**src/chsf_defs.svh**
```systemverilog
// Register offsets, bit positions, reset values and counts of the card host status flags
`ifndef CHSF_DEFS_SVH
`define CHSF_DEFS_SVH
`define CHSF_OFF_STATUS 8'h00
`define CHSF_OFF_INT_STAT 8'h04
`define CHSF_OFF_INT_MASK 8'h08
`define CHSF_OFF_CTRL 8'h0C
`define CHSF_B_RD_TIMEOUT 0
`define CHSF_B_RSP_TIMEOUT 1
`define CHSF_B_WR_CRC_LO 2
`define CHSF_B_WR_CRC_HI 3
`define CHSF_B_RD_CRC 4
`define CHSF_B_RSP_CRC 5
`define CHSF_B_FIFO_EMPTY 6
`define CHSF_B_FIFO_FULL 7
`define CHSF_B_READ_WAIT 8
`define CHSF_B_FIFO_AFULL 9
`define CHSF_B_CMD_END 10
`define CHSF_B_XFER_DONE 11
`define CHSF_B_PROG_DONE 12
`define CHSF_B_SDIO_INT 13
`define CHSF_B_RESETTING 15
`define CHSF_B_CTRL_RESET 0
`define CHSF_AFULL_WORDS 15
`define CHSF_FIFO_DEPTH 16
`define CHSF_RESET_CYCLES 16
`define CHSF_RST_STATUS 32'h0000_0000
`define CHSF_RST_MASK 32'h0000_0000
`define CHSF_INT_BITS 32'h0000_3C3F
`endif

```
**src/chsf_pkg.sv**
```systemverilog
// Types shared by the card host status flags block
package chsf_pkg;
  // Event and level inputs from the command and data engines; the FIFO count comes in on its own port
  typedef struct packed {
    logic cmdStart;
    logic cmdEnd;
    logic xferDone;
    logic respCrcFail;
    logic readCrcFail;
    logic wrCrcValid;
    logic [1:0] wrCrcCode;
    logic respTimeout;
    logic readTimeout;
    logic busyExpected;
    logic readWait;
    logic sdioAck;
  } chsf_evt_t;
  // Gray order along the usual path
  typedef enum logic [1:0] {
    RS_RESETTING = 2'b00,
    RS_DONE = 2'b01
  } chsf_rst_state_t;
endpackage

```
**src/chsf_status.sv**
```systemverilog
// Card host controller status flags with register port and interrupt
// Notes on behaviour
// - Resetting flag is 1 from power-up or software reset until reset completes.
// - Card interrupt flag rises on SDIO interrupt, stays until acknowledge sent.
// - Programming-done reads 0 while card busy, 1 when no longer busy.
// - Transfer-done is 1 once data transmission completes, 0 while in progress.
// - Command-end is 1 when the command sequence completes, with or without response.
// - Almost-full flag set while FIFO holds 15 words or more.
// - FIFO-empty reads 1 when FIFO holds no word, else 0.
// - Status bit 5 flags a response CRC failure.
// - Status bit 4 flags a read data CRC failure.
// - Bits 3:2 give write CRC status: 00 ok, 01 bad, 10 no token.
// - Status bit 1 flags a response timeout.
// - Status bit 0 flags a read data timeout.
// - FIFO-full flag reads 1 when the FIFO is full.
`timescale 1ns/1ps
`default_nettype none
`include "chsf_defs.svh"

module chsf_status #(
  parameter int FIFO_DEPTH = `CHSF_FIFO_DEPTH,
  parameter int AFULL_WORDS = `CHSF_AFULL_WORDS,
  parameter int RESET_CYCLES = `CHSF_RESET_CYCLES
) (
  input wire logic sys_clk,
  input wire logic rst,
  input wire logic [7:0] regAddr,
  input wire logic [31:0] regWrData,
  input wire logic regWr,
  input wire logic regRd,
  output logic [31:0] regRdData,
  output logic irq,
  output logic resetActive,
  input wire chsf_pkg::chsf_evt_t engineEvt,
  input wire logic [4:0] fifoCount,
  input wire logic linkClk,
  input wire logic cardDat0,
  input wire logic cardDat1
);
  import chsf_pkg::*;

  // Register map
  // 0x00 status, read only
  // 0x04 interrupt status, write one to clear
  // 0x08 interrupt mask, same layout as interrupt status
  // 0x0C control, bit 0 restarts the controller reset, reads 0
  // Status layout
  // Bit 0 read timeout, bit 1 response timeout, bits 3:2 write CRC code
  // Bit 4 read CRC fail, bit 5 response CRC fail, bit 6 FIFO empty, bit 7 FIFO full
  // Bit 8 read wait, bit 9 almost full, bit 10 command end, bit 11 transfer done
  // Bit 12 programming done, bit 13 SDIO interrupt, bit 15 resetting
  // Bit 14 and bits 31:16 read 0

  // ****************************************
  // Pin synchronisers and link edge
  // ****************************************
  logic [2:0] pinMeta_q;
  logic [2:0] pinSync_q;
  logic linkPrev_q;
  wire logic linkRise;
  wire logic dat0Level;
  wire logic dat1Level;

  // Reset to idle levels: data lines are pulled up, so no busy or interrupt shows
  // The link clock parks low; a reset value of 1 can only look like a fall, never a rise
  always_ff @(posedge sys_clk or posedge rst)
  begin
    if (rst)
    begin
      pinMeta_q <= 3'h7;
      pinSync_q <= 3'h7;
      linkPrev_q <= 1'b1;
    end
    else
    begin
      pinMeta_q <= {cardDat1, cardDat0, linkClk};
      pinSync_q <= pinMeta_q;
      linkPrev_q <= pinSync_q[0];
    end
  end

  // Card lines are valid at the rising link edge, so DAT1 is sampled only there; DAT0 busy is taken every cycle
  assign linkRise = pinSync_q[0] & ~linkPrev_q;
  assign dat0Level = pinSync_q[1];
  assign dat1Level = pinSync_q[2];
  // Limitation: SDIO interrupts are only seen while the link clock runs

  // ****************************************
  // Register decode
  // ****************************************
  wire logic selStatus;
  wire logic selIntStat;
  wire logic selIntMask;
  wire logic selCtrl;
  wire logic swResetReq;

  // Addresses are full byte offsets, so upper bits never alias a register
  assign selStatus = regAddr == `CHSF_OFF_STATUS;
  assign selIntStat = regAddr == `CHSF_OFF_INT_STAT;
  assign selIntMask = regAddr == `CHSF_OFF_INT_MASK;
  assign selCtrl = regAddr == `CHSF_OFF_CTRL;
  assign swResetReq = regWr & selCtrl & regWrData[`CHSF_B_CTRL_RESET];

  // ****************************************
  // Reset sequencer
  // ****************************************
  chsf_rst_state_t rstState_q;
  chsf_rst_state_t rstState_d;
  logic [15:0] rstCnt_q;
  logic [15:0] rstCnt_d;
  wire logic seqReset;

  // Power-up and software reset share one sequence, so software sees one behaviour
  // A software request while the count runs is ignored; the count stops at its last value
  always_comb
  begin
    rstState_d = rstState_q;
    rstCnt_d = rstCnt_q;
    case (rstState_q)
      RS_RESETTING:
      begin
        if (rstCnt_q == 16'(RESET_CYCLES - 1))
        begin
          rstState_d = RS_DONE;
        end
        else
        begin
          rstCnt_d = rstCnt_q + 16'h0001;
        end
      end
      RS_DONE:
      begin
        if (swResetReq)
        begin
          rstState_d = RS_RESETTING;
          rstCnt_d = 16'h0000;
        end
      end
      default:
      begin
        rstState_d = RS_RESETTING;
        rstCnt_d = 16'h0000;
      end
    endcase
  end

  always_ff @(posedge sys_clk or posedge rst)
  begin
    if (rst)
    begin
      rstState_q <= RS_RESETTING;
      rstCnt_q <= 16'h0000;
    end
    else
    begin
      rstState_q <= rstState_d;
      rstCnt_q <= rstCnt_d;
    end
  end

  // Flags are held clear for the whole software reset, as for power-up
  assign seqReset = rstState_q == RS_RESETTING;

  // ****************************************
  // Status flags
  // ****************************************
  logic [31:0] status_q;
  logic [31:0] status_d;
  wire logic cardIrqSeen;
  wire logic cardBusy;
  wire logic newCmd;

  // Engine events come from logic on this clock, so they are used unsynchronised
  // An SDIO card interrupt is DAT1 held low while the card is idle
  assign cardIrqSeen = linkRise & ~dat1Level;
  assign cardBusy = engineEvt.busyExpected & ~dat0Level;
  assign newCmd = engineEvt.cmdStart;

  always_comb
  begin
    status_d = `CHSF_RST_STATUS;
    status_d[`CHSF_B_RESETTING] = seqReset;
    if (!seqReset)
    begin
      // Level flags follow their source one edge later; sticky ones hold until a new command, the SDIO interrupt until acknowledge
      // A set arriving with a new command wins over its clear
      status_d[`CHSF_B_SDIO_INT] = cardIrqSeen |
        (status_q[`CHSF_B_SDIO_INT] & ~engineEvt.sdioAck);
      status_d[`CHSF_B_PROG_DONE] = ~cardBusy;
      status_d[`CHSF_B_XFER_DONE] = engineEvt.xferDone |
        (status_q[`CHSF_B_XFER_DONE] & ~newCmd);
      status_d[`CHSF_B_CMD_END] = engineEvt.cmdEnd |
        (status_q[`CHSF_B_CMD_END] & ~newCmd);
      status_d[`CHSF_B_FIFO_AFULL] = fifoCount >= 5'(AFULL_WORDS);
      status_d[`CHSF_B_READ_WAIT] = engineEvt.readWait;
      status_d[`CHSF_B_FIFO_FULL] = fifoCount >= 5'(FIFO_DEPTH);
      status_d[`CHSF_B_FIFO_EMPTY] = fifoCount == 5'h00;
      status_d[`CHSF_B_RSP_CRC] = engineEvt.respCrcFail |
        (status_q[`CHSF_B_RSP_CRC] & ~newCmd);
      status_d[`CHSF_B_RD_CRC] = engineEvt.readCrcFail |
        (status_q[`CHSF_B_RD_CRC] & ~newCmd);
      // Write CRC code holds unless a new code arrives or a new command starts
      if (engineEvt.wrCrcValid)
      begin
        status_d[`CHSF_B_WR_CRC_HI:`CHSF_B_WR_CRC_LO] = engineEvt.wrCrcCode;
      end
      else if (!newCmd)
      begin
        status_d[`CHSF_B_WR_CRC_HI:`CHSF_B_WR_CRC_LO] =
          status_q[`CHSF_B_WR_CRC_HI:`CHSF_B_WR_CRC_LO];
      end
      status_d[`CHSF_B_RSP_TIMEOUT] = engineEvt.respTimeout |
        (status_q[`CHSF_B_RSP_TIMEOUT] & ~newCmd);
      status_d[`CHSF_B_RD_TIMEOUT] = engineEvt.readTimeout |
        (status_q[`CHSF_B_RD_TIMEOUT] & ~newCmd);
    end
  end

  // No write path reaches this register
  // Flags are clear during reset; the resetting bit rises on the first edge after it
  always_ff @(posedge sys_clk or posedge rst)
  begin
    if (rst)
    begin
      status_q <= `CHSF_RST_STATUS;
    end
    else
    begin
      status_q <= status_d;
    end
  end

  // ****************************************
  // Interrupt status and mask
  // ****************************************
  logic [31:0] intStat_q;
  logic [31:0] intStat_d;
  logic [31:0] intMask_q;
  wire logic [31:0] intRise;
  wire logic [31:0] intClr;
  wire logic maskWr;
  wire logic [31:0] intMask_d;
  wire logic [31:0] irqPend;

  // Events are rising edges of the sticky flags and programming done; FIFO and read-wait levels raise none
  assign intRise = status_d & ~status_q & `CHSF_INT_BITS;
  assign intClr = (regWr & selIntStat) ? regWrData : 32'h0000_0000;
  assign maskWr = regWr & selIntMask;
  // Only bits that can raise an event are stored, the rest read 0
  assign intMask_d = maskWr ? (regWrData & `CHSF_INT_BITS) : intMask_q;
  // Next interrupt status is used so that irq follows its event by one edge
  assign irqPend = intStat_d & intMask_q;

  // Writing one clears a bit; an event in the same cycle wins
  always_comb
  begin
    intStat_d = intRise | (intStat_q & ~intClr);
  end

  always_ff @(posedge sys_clk or posedge rst)
  begin
    if (rst)
    begin
      intStat_q <= 32'h0000_0000;
      intMask_q <= `CHSF_RST_MASK;
      irq <= 1'b0;
    end
    else
    begin
      intStat_q <= intStat_d;
      intMask_q <= intMask_d;
      irq <= |irqPend;
    end
  end

  // ****************************************
  // Read port
  // ****************************************
  wire logic [31:0] rdMux;

  // Control register is write only and reads 0, as do unmapped offsets
  assign rdMux = selStatus ? status_q :
                 selIntStat ? intStat_q :
                 selIntMask ? intMask_q :
                 32'h0000_0000;

  always_ff @(posedge sys_clk or posedge rst)
  begin
    if (rst)
    begin
      regRdData <= 32'h0000_0000;
      resetActive <= 1'b1;
    end
    else
    begin
      // Data stands for one cycle only, zero otherwise
      regRdData <= regRd ? rdMux : 32'h0000_0000;
      // Registered copy of the sequencer state for the pin
      resetActive <= seqReset;
    end
  end
endmodule
`default_nettype wire

```
**config.mk**
```make
export PLATFORM = sky130hd
export DESIGN_NAME = chsf_status
export DESIGN_NICKNAME = d
export VERILOG_FILES = /design/src/chsf_pkg.sv /design/src/chsf_status.sv
export VERILOG_INCLUDE_DIRS = /design/src /design/src/src
export SDC_FILE = /design/constraint.sdc
export NUM_CORES = 1
export LEC_CHECK = 0
export BUFFER_PORTS_ARGS = -buffer_cell sky130_fd_sc_hd__buf_2
export CAP_MARGIN = 20
export CORE_MARGIN = 3
export CORE_UTILIZATION = 55
export CTS_CLUSTER_SIZE = 20
export DETAILED_ROUTE_END_ITERATION = 8
export GPL_TIMING_DRIVEN = 0
export PLACE_DENSITY_LB_ADDON = 0.08
export REMOVE_ABC_BUFFERS = 1
export SETUP_SLACK_MARGIN = 0.2
export SYNTH_ARGS = -nofsm -noshare
export SYNTH_HDL_FRONTEND = slang
export SYNTH_SLANG_ARGS = --single-unit
export TNS_END_PERCENT = 100
```
**constraint.sdc**
```tcl
create_clock -name sys_clk -period 10.2 [get_ports sys_clk]
set_input_delay 0.51 -clock sys_clk [delete_from_list [all_inputs] [get_ports sys_clk]]
set_output_delay 0.51 -clock sys_clk [all_outputs]
set_load 0.01 [all_outputs]
```
==> flow_metrics.py <==
metrics = {
    "job": {
        "drv_cap": 0,
    },
    "clocking": {
        "clock_sinks": 115,
        "path_clk_slew_ns": 0.06,
        "htreeDepth": 4,
        "postCtsSetupRepairBufs": 0,
        "post_cts_resize_count": 0,
        "clock_latency_ns": 0.50,
        "hold_buffers": 0,
        "cts-buffers-inserted": 17,
        "clock_path_buffers": 2,
        "cts_root_buffer": "clkbuf_8",
        "cts_tree": "built",
    },
    "floorplan": {
        "initial_core_util_pct": 58.5,
        "die_x_um": 98.1,
        "fp.dieH_um": 98.1,
        "coreArea_mm2": 0.00797,
        "io_pins": 99,
        "row_count": 32,
        "dieArea_mm2": 0.00961,
    },
    "detailed_routing": {
        "viasPerCell": 5.60,
        "drtAntennaViolNets": 0,
        "first_pass_iters": 5,
        "wire_per_inst_um": 17.4,
        "wirelength_um": 10900,
        "drc": 0,
        "detailroute.via_count": 3501,
        "dr.first_iter.drc_count": 185,
    },
    "sta": {
        "fin_skew_ns": 0.00582,
        "fin_ws_ns": 7.69,
        "max_freq_mhz": 398,
        "slew_headroom_pct": 36.2,
        "slew_violations": 0,
        "hold_violations": 0,
        "period_needed_ns": 2.51,
        "setup_violations": 0,
        "setup_tns_ns": 0,
        "grt_setup_unrepaired": "no",
        "tightest_slew_ns": 0.953,
        "period_share_pct": 24.6,
    },
    "logic_synthesis": {
        "synth_xor_area_share_pct": 1.13,
        "netlist_area_mm2": 0.00466,
        "synth-compound-area-share_pct": 12.0,
        "ys_top_cells_by_area": "dfrtp_1 (57%), dfstp_2 (4.5%), mux2i_1 (3.7%)",
        "synth_cell_type_count": 50,
        "syn_inst": 408,
        "ys_ff_latch": 115,
        "synth_edf_count": 0,
        "synthMuxAreaShare_pct": 5.26,
        "ys_seq_area_share_pct": 62.0,
        "synth-warning-count": 0,
        "synth_ff_type": "dfrtp_1",
        "synth_top_family_by_area": "simple AND/OR/NAND/NOR gates",
        "yosys.area.top_type": "dfrtp_1",
        "syn_area_per_cell_um2": 11.4,
        "async_reset_ff_share_pct": 100,
        "yosys.area.top_type_share_pct": 57.4,
        "synth_fa_ha_area_share_pct": 0.268,
        "synth_simple_gate_area_share_pct": 16.2,
    },
    "setup_path": {
        "worstPathRequired_ns": 10.56,
        "crit_path_start_kind": "primary input",
        "setup.worst_path.end_class": "flop",
        "critical_path_class": "in -> reg",
        "cp.arrival_ns": 2.87,
        "path_max_fanout": 19,
    },
    "place": {
        "place_ws_ns": 7.25,
        "gp_congestion": 0.815,
        "port_buffers": 98,
        "hpwl_um": 7110,
        "dpl.cell_count": 593,
    },
    "pwr": {
        "internal_power_mw": 0.893,
        "power_mw": 1.14,
        "p_seq_share_pct": 41.5,
        "power_density_mw_per_mm2": 195,
        "peakVddDrop_uv": 137,
        "clkPwrFrac_pct": 53.4,
        "swShare_pct": 21.6,
        "p_leak_nw": 2.89,
        "p_switching_mw": 0.246,
        "combinationalPowerShare_pct": 5.1,
    },
    "global_routing": {
        "grt_usage_pct": 24.2,
        "grt_pass1_vias": 3563,
        "grt_max_degree": 69,
        "grt_antenna_before_repair": 0,
        "grt_overflow": 0,
        "grt_pass1_wl_um": 18100,
    },
    "cells_and_area": {
        "finalNetCount": 576,
        "fin_cells": 625,
        "drive_above_1_share_pct": 29.1,
        "final_common_cell": "dfrtp_1",
        "area_growth_pct": 25.5,
        "final_cell_mix": "dfrtp_1 (107), buf_2 (98), nor2_1 (44), nand2_1 (22), a21boi_0 (22)",
        "fillCellCount": 561,
        "diodes": 0,
    },
    "outcome": {
        "status": "completed",
    },
    "hold_path": {
        "hp-class": "in -> reg",
    },
}
flip-flops by register name (all words and copies together), names as in the netlist:
register	flops
pinSync_q	3
pinMeta_q	3
resetActive	1
irq	1
linkPrev_q	1
rstState_q	1
regRdData	32
status_q	15
intStat_q	32
rstCnt_q	16
intMask_q	10
cells by family (layout without fill, tap and decap cells):
| family | after synthesis | count (layout) |
|---|---|---|
| fa+ha+maj | 1 | 1 |
| flops | 115 | 115 |
| compound gates | 86 | 86 |
| xor+xnor | 6 | 6 |
| mux | 23 | 23 |
| simple gates | 145 | 145 |
| buf+inv | 32 | 147 |
worst paths after layout:
kind / start / endpoint / slack [ns] / depth (start not counted)
setup reg to reg: rstState_q[0]$_DFFE_PP0P_ / rstCnt_q[11]$_DFFE_PP0P_ / 7.99 / 5
min in group asynchronous: rst / intStat_q[25]$_DFF_PP0_ / 0.18 / 2
hold reg to reg: pinMeta_q[2]$_DFF_PP1_ / pinSync_q[2]$_DFF_PP1_ / 0.36 / 0
max in group asynchronous: rst / pinMeta_q[1]$_DFF_PP1_ / 9.25 / 3
setup / recovery: regAddr[2] / irq$_DFF_PP0_ / 7.69 / 6
hold / removal: cardDat1 / pinMeta_q[2]$_DFF_PP1_ / 0.10 / 1
Yosys cell counts, drive strengths merged, types with 2 or more instances:
master  count
or4         3
xor2        2
and3        3
mux2i      17
nand4       5
a22oi       2
o31ai       3
a21oi      19
nand2b      3
nand2      22
a21o        3
nor3b       2
dfstp       8
a31oi       4
o41ai       5
o211ai      4
and2       20
dfrtp     107
clkbuf     11
xnor2       4
nor2       44
nor4        7
buf         6
nor2b       2
nand3      13
o21ai      19
and3b       3
mux2        6
inv        15
nor3       10
nand3b      2
a21boi     22
power by group through the flow:
stage / Combinational (mW) / Sequential, mW / Clock, mW
floorplan: 0.0293 / 0.479 / 0
global placement: 0.0552 / 0.480 / 0
detailed placement: 0.0583 / 0.480 / 0
CTS: 0.0589 / 0.472 / 0.613
global route: 0.0653 / 0.473 / 0.639
finish: 0.0584 / 0.473 / 0.608
per-layer routing:
metal	global-route usage, %	wire length (um)	vias to the layer above	part of all wire, %
li1	-	-	1639	-
met1	32.3	4500	1712	41
met2	39.3	5460	144	50
met3	6.71	875	6	8.0
met4	6.71	76	0	0.70
met5	0	0	-	0
final cells by class:
cell class                 instances  area, um^2  area share (%)
timing repair buffer             100         529            9.05
clock inverter                    13         183            3.12
multi-input combinational        261        1630            27.9
tap                              102         128            2.18
inverter                          15        58.8            1.01
clock buffer                      19         432            7.38
sequential                       115        2890            49.4
metrics by stage:
stage | util, % | instance area [um^2] | hold slack [ns]
4_1_cts | 73.4 | 5850 | 0.0832
5_1_grt | 73.4 | 5850 | 0.0740
3_3_place_gp | 65.1 | 5190 | 0.348
2_1_floorplan | - | 4570 | 0.345
3_5_place_dp | 65.7 | 5230 | 0.349
6_report | 73.4 | 5850 | 0.101
critical path, cell delays in order:
cell and delay, ns:
buf_2 0.46, nand2b_1 0.37, nor4_2 0.75, a31oi_1 0.17, nor4_1 0.45, nand4_1 0.16
Power figures use the tool's default switching activity.
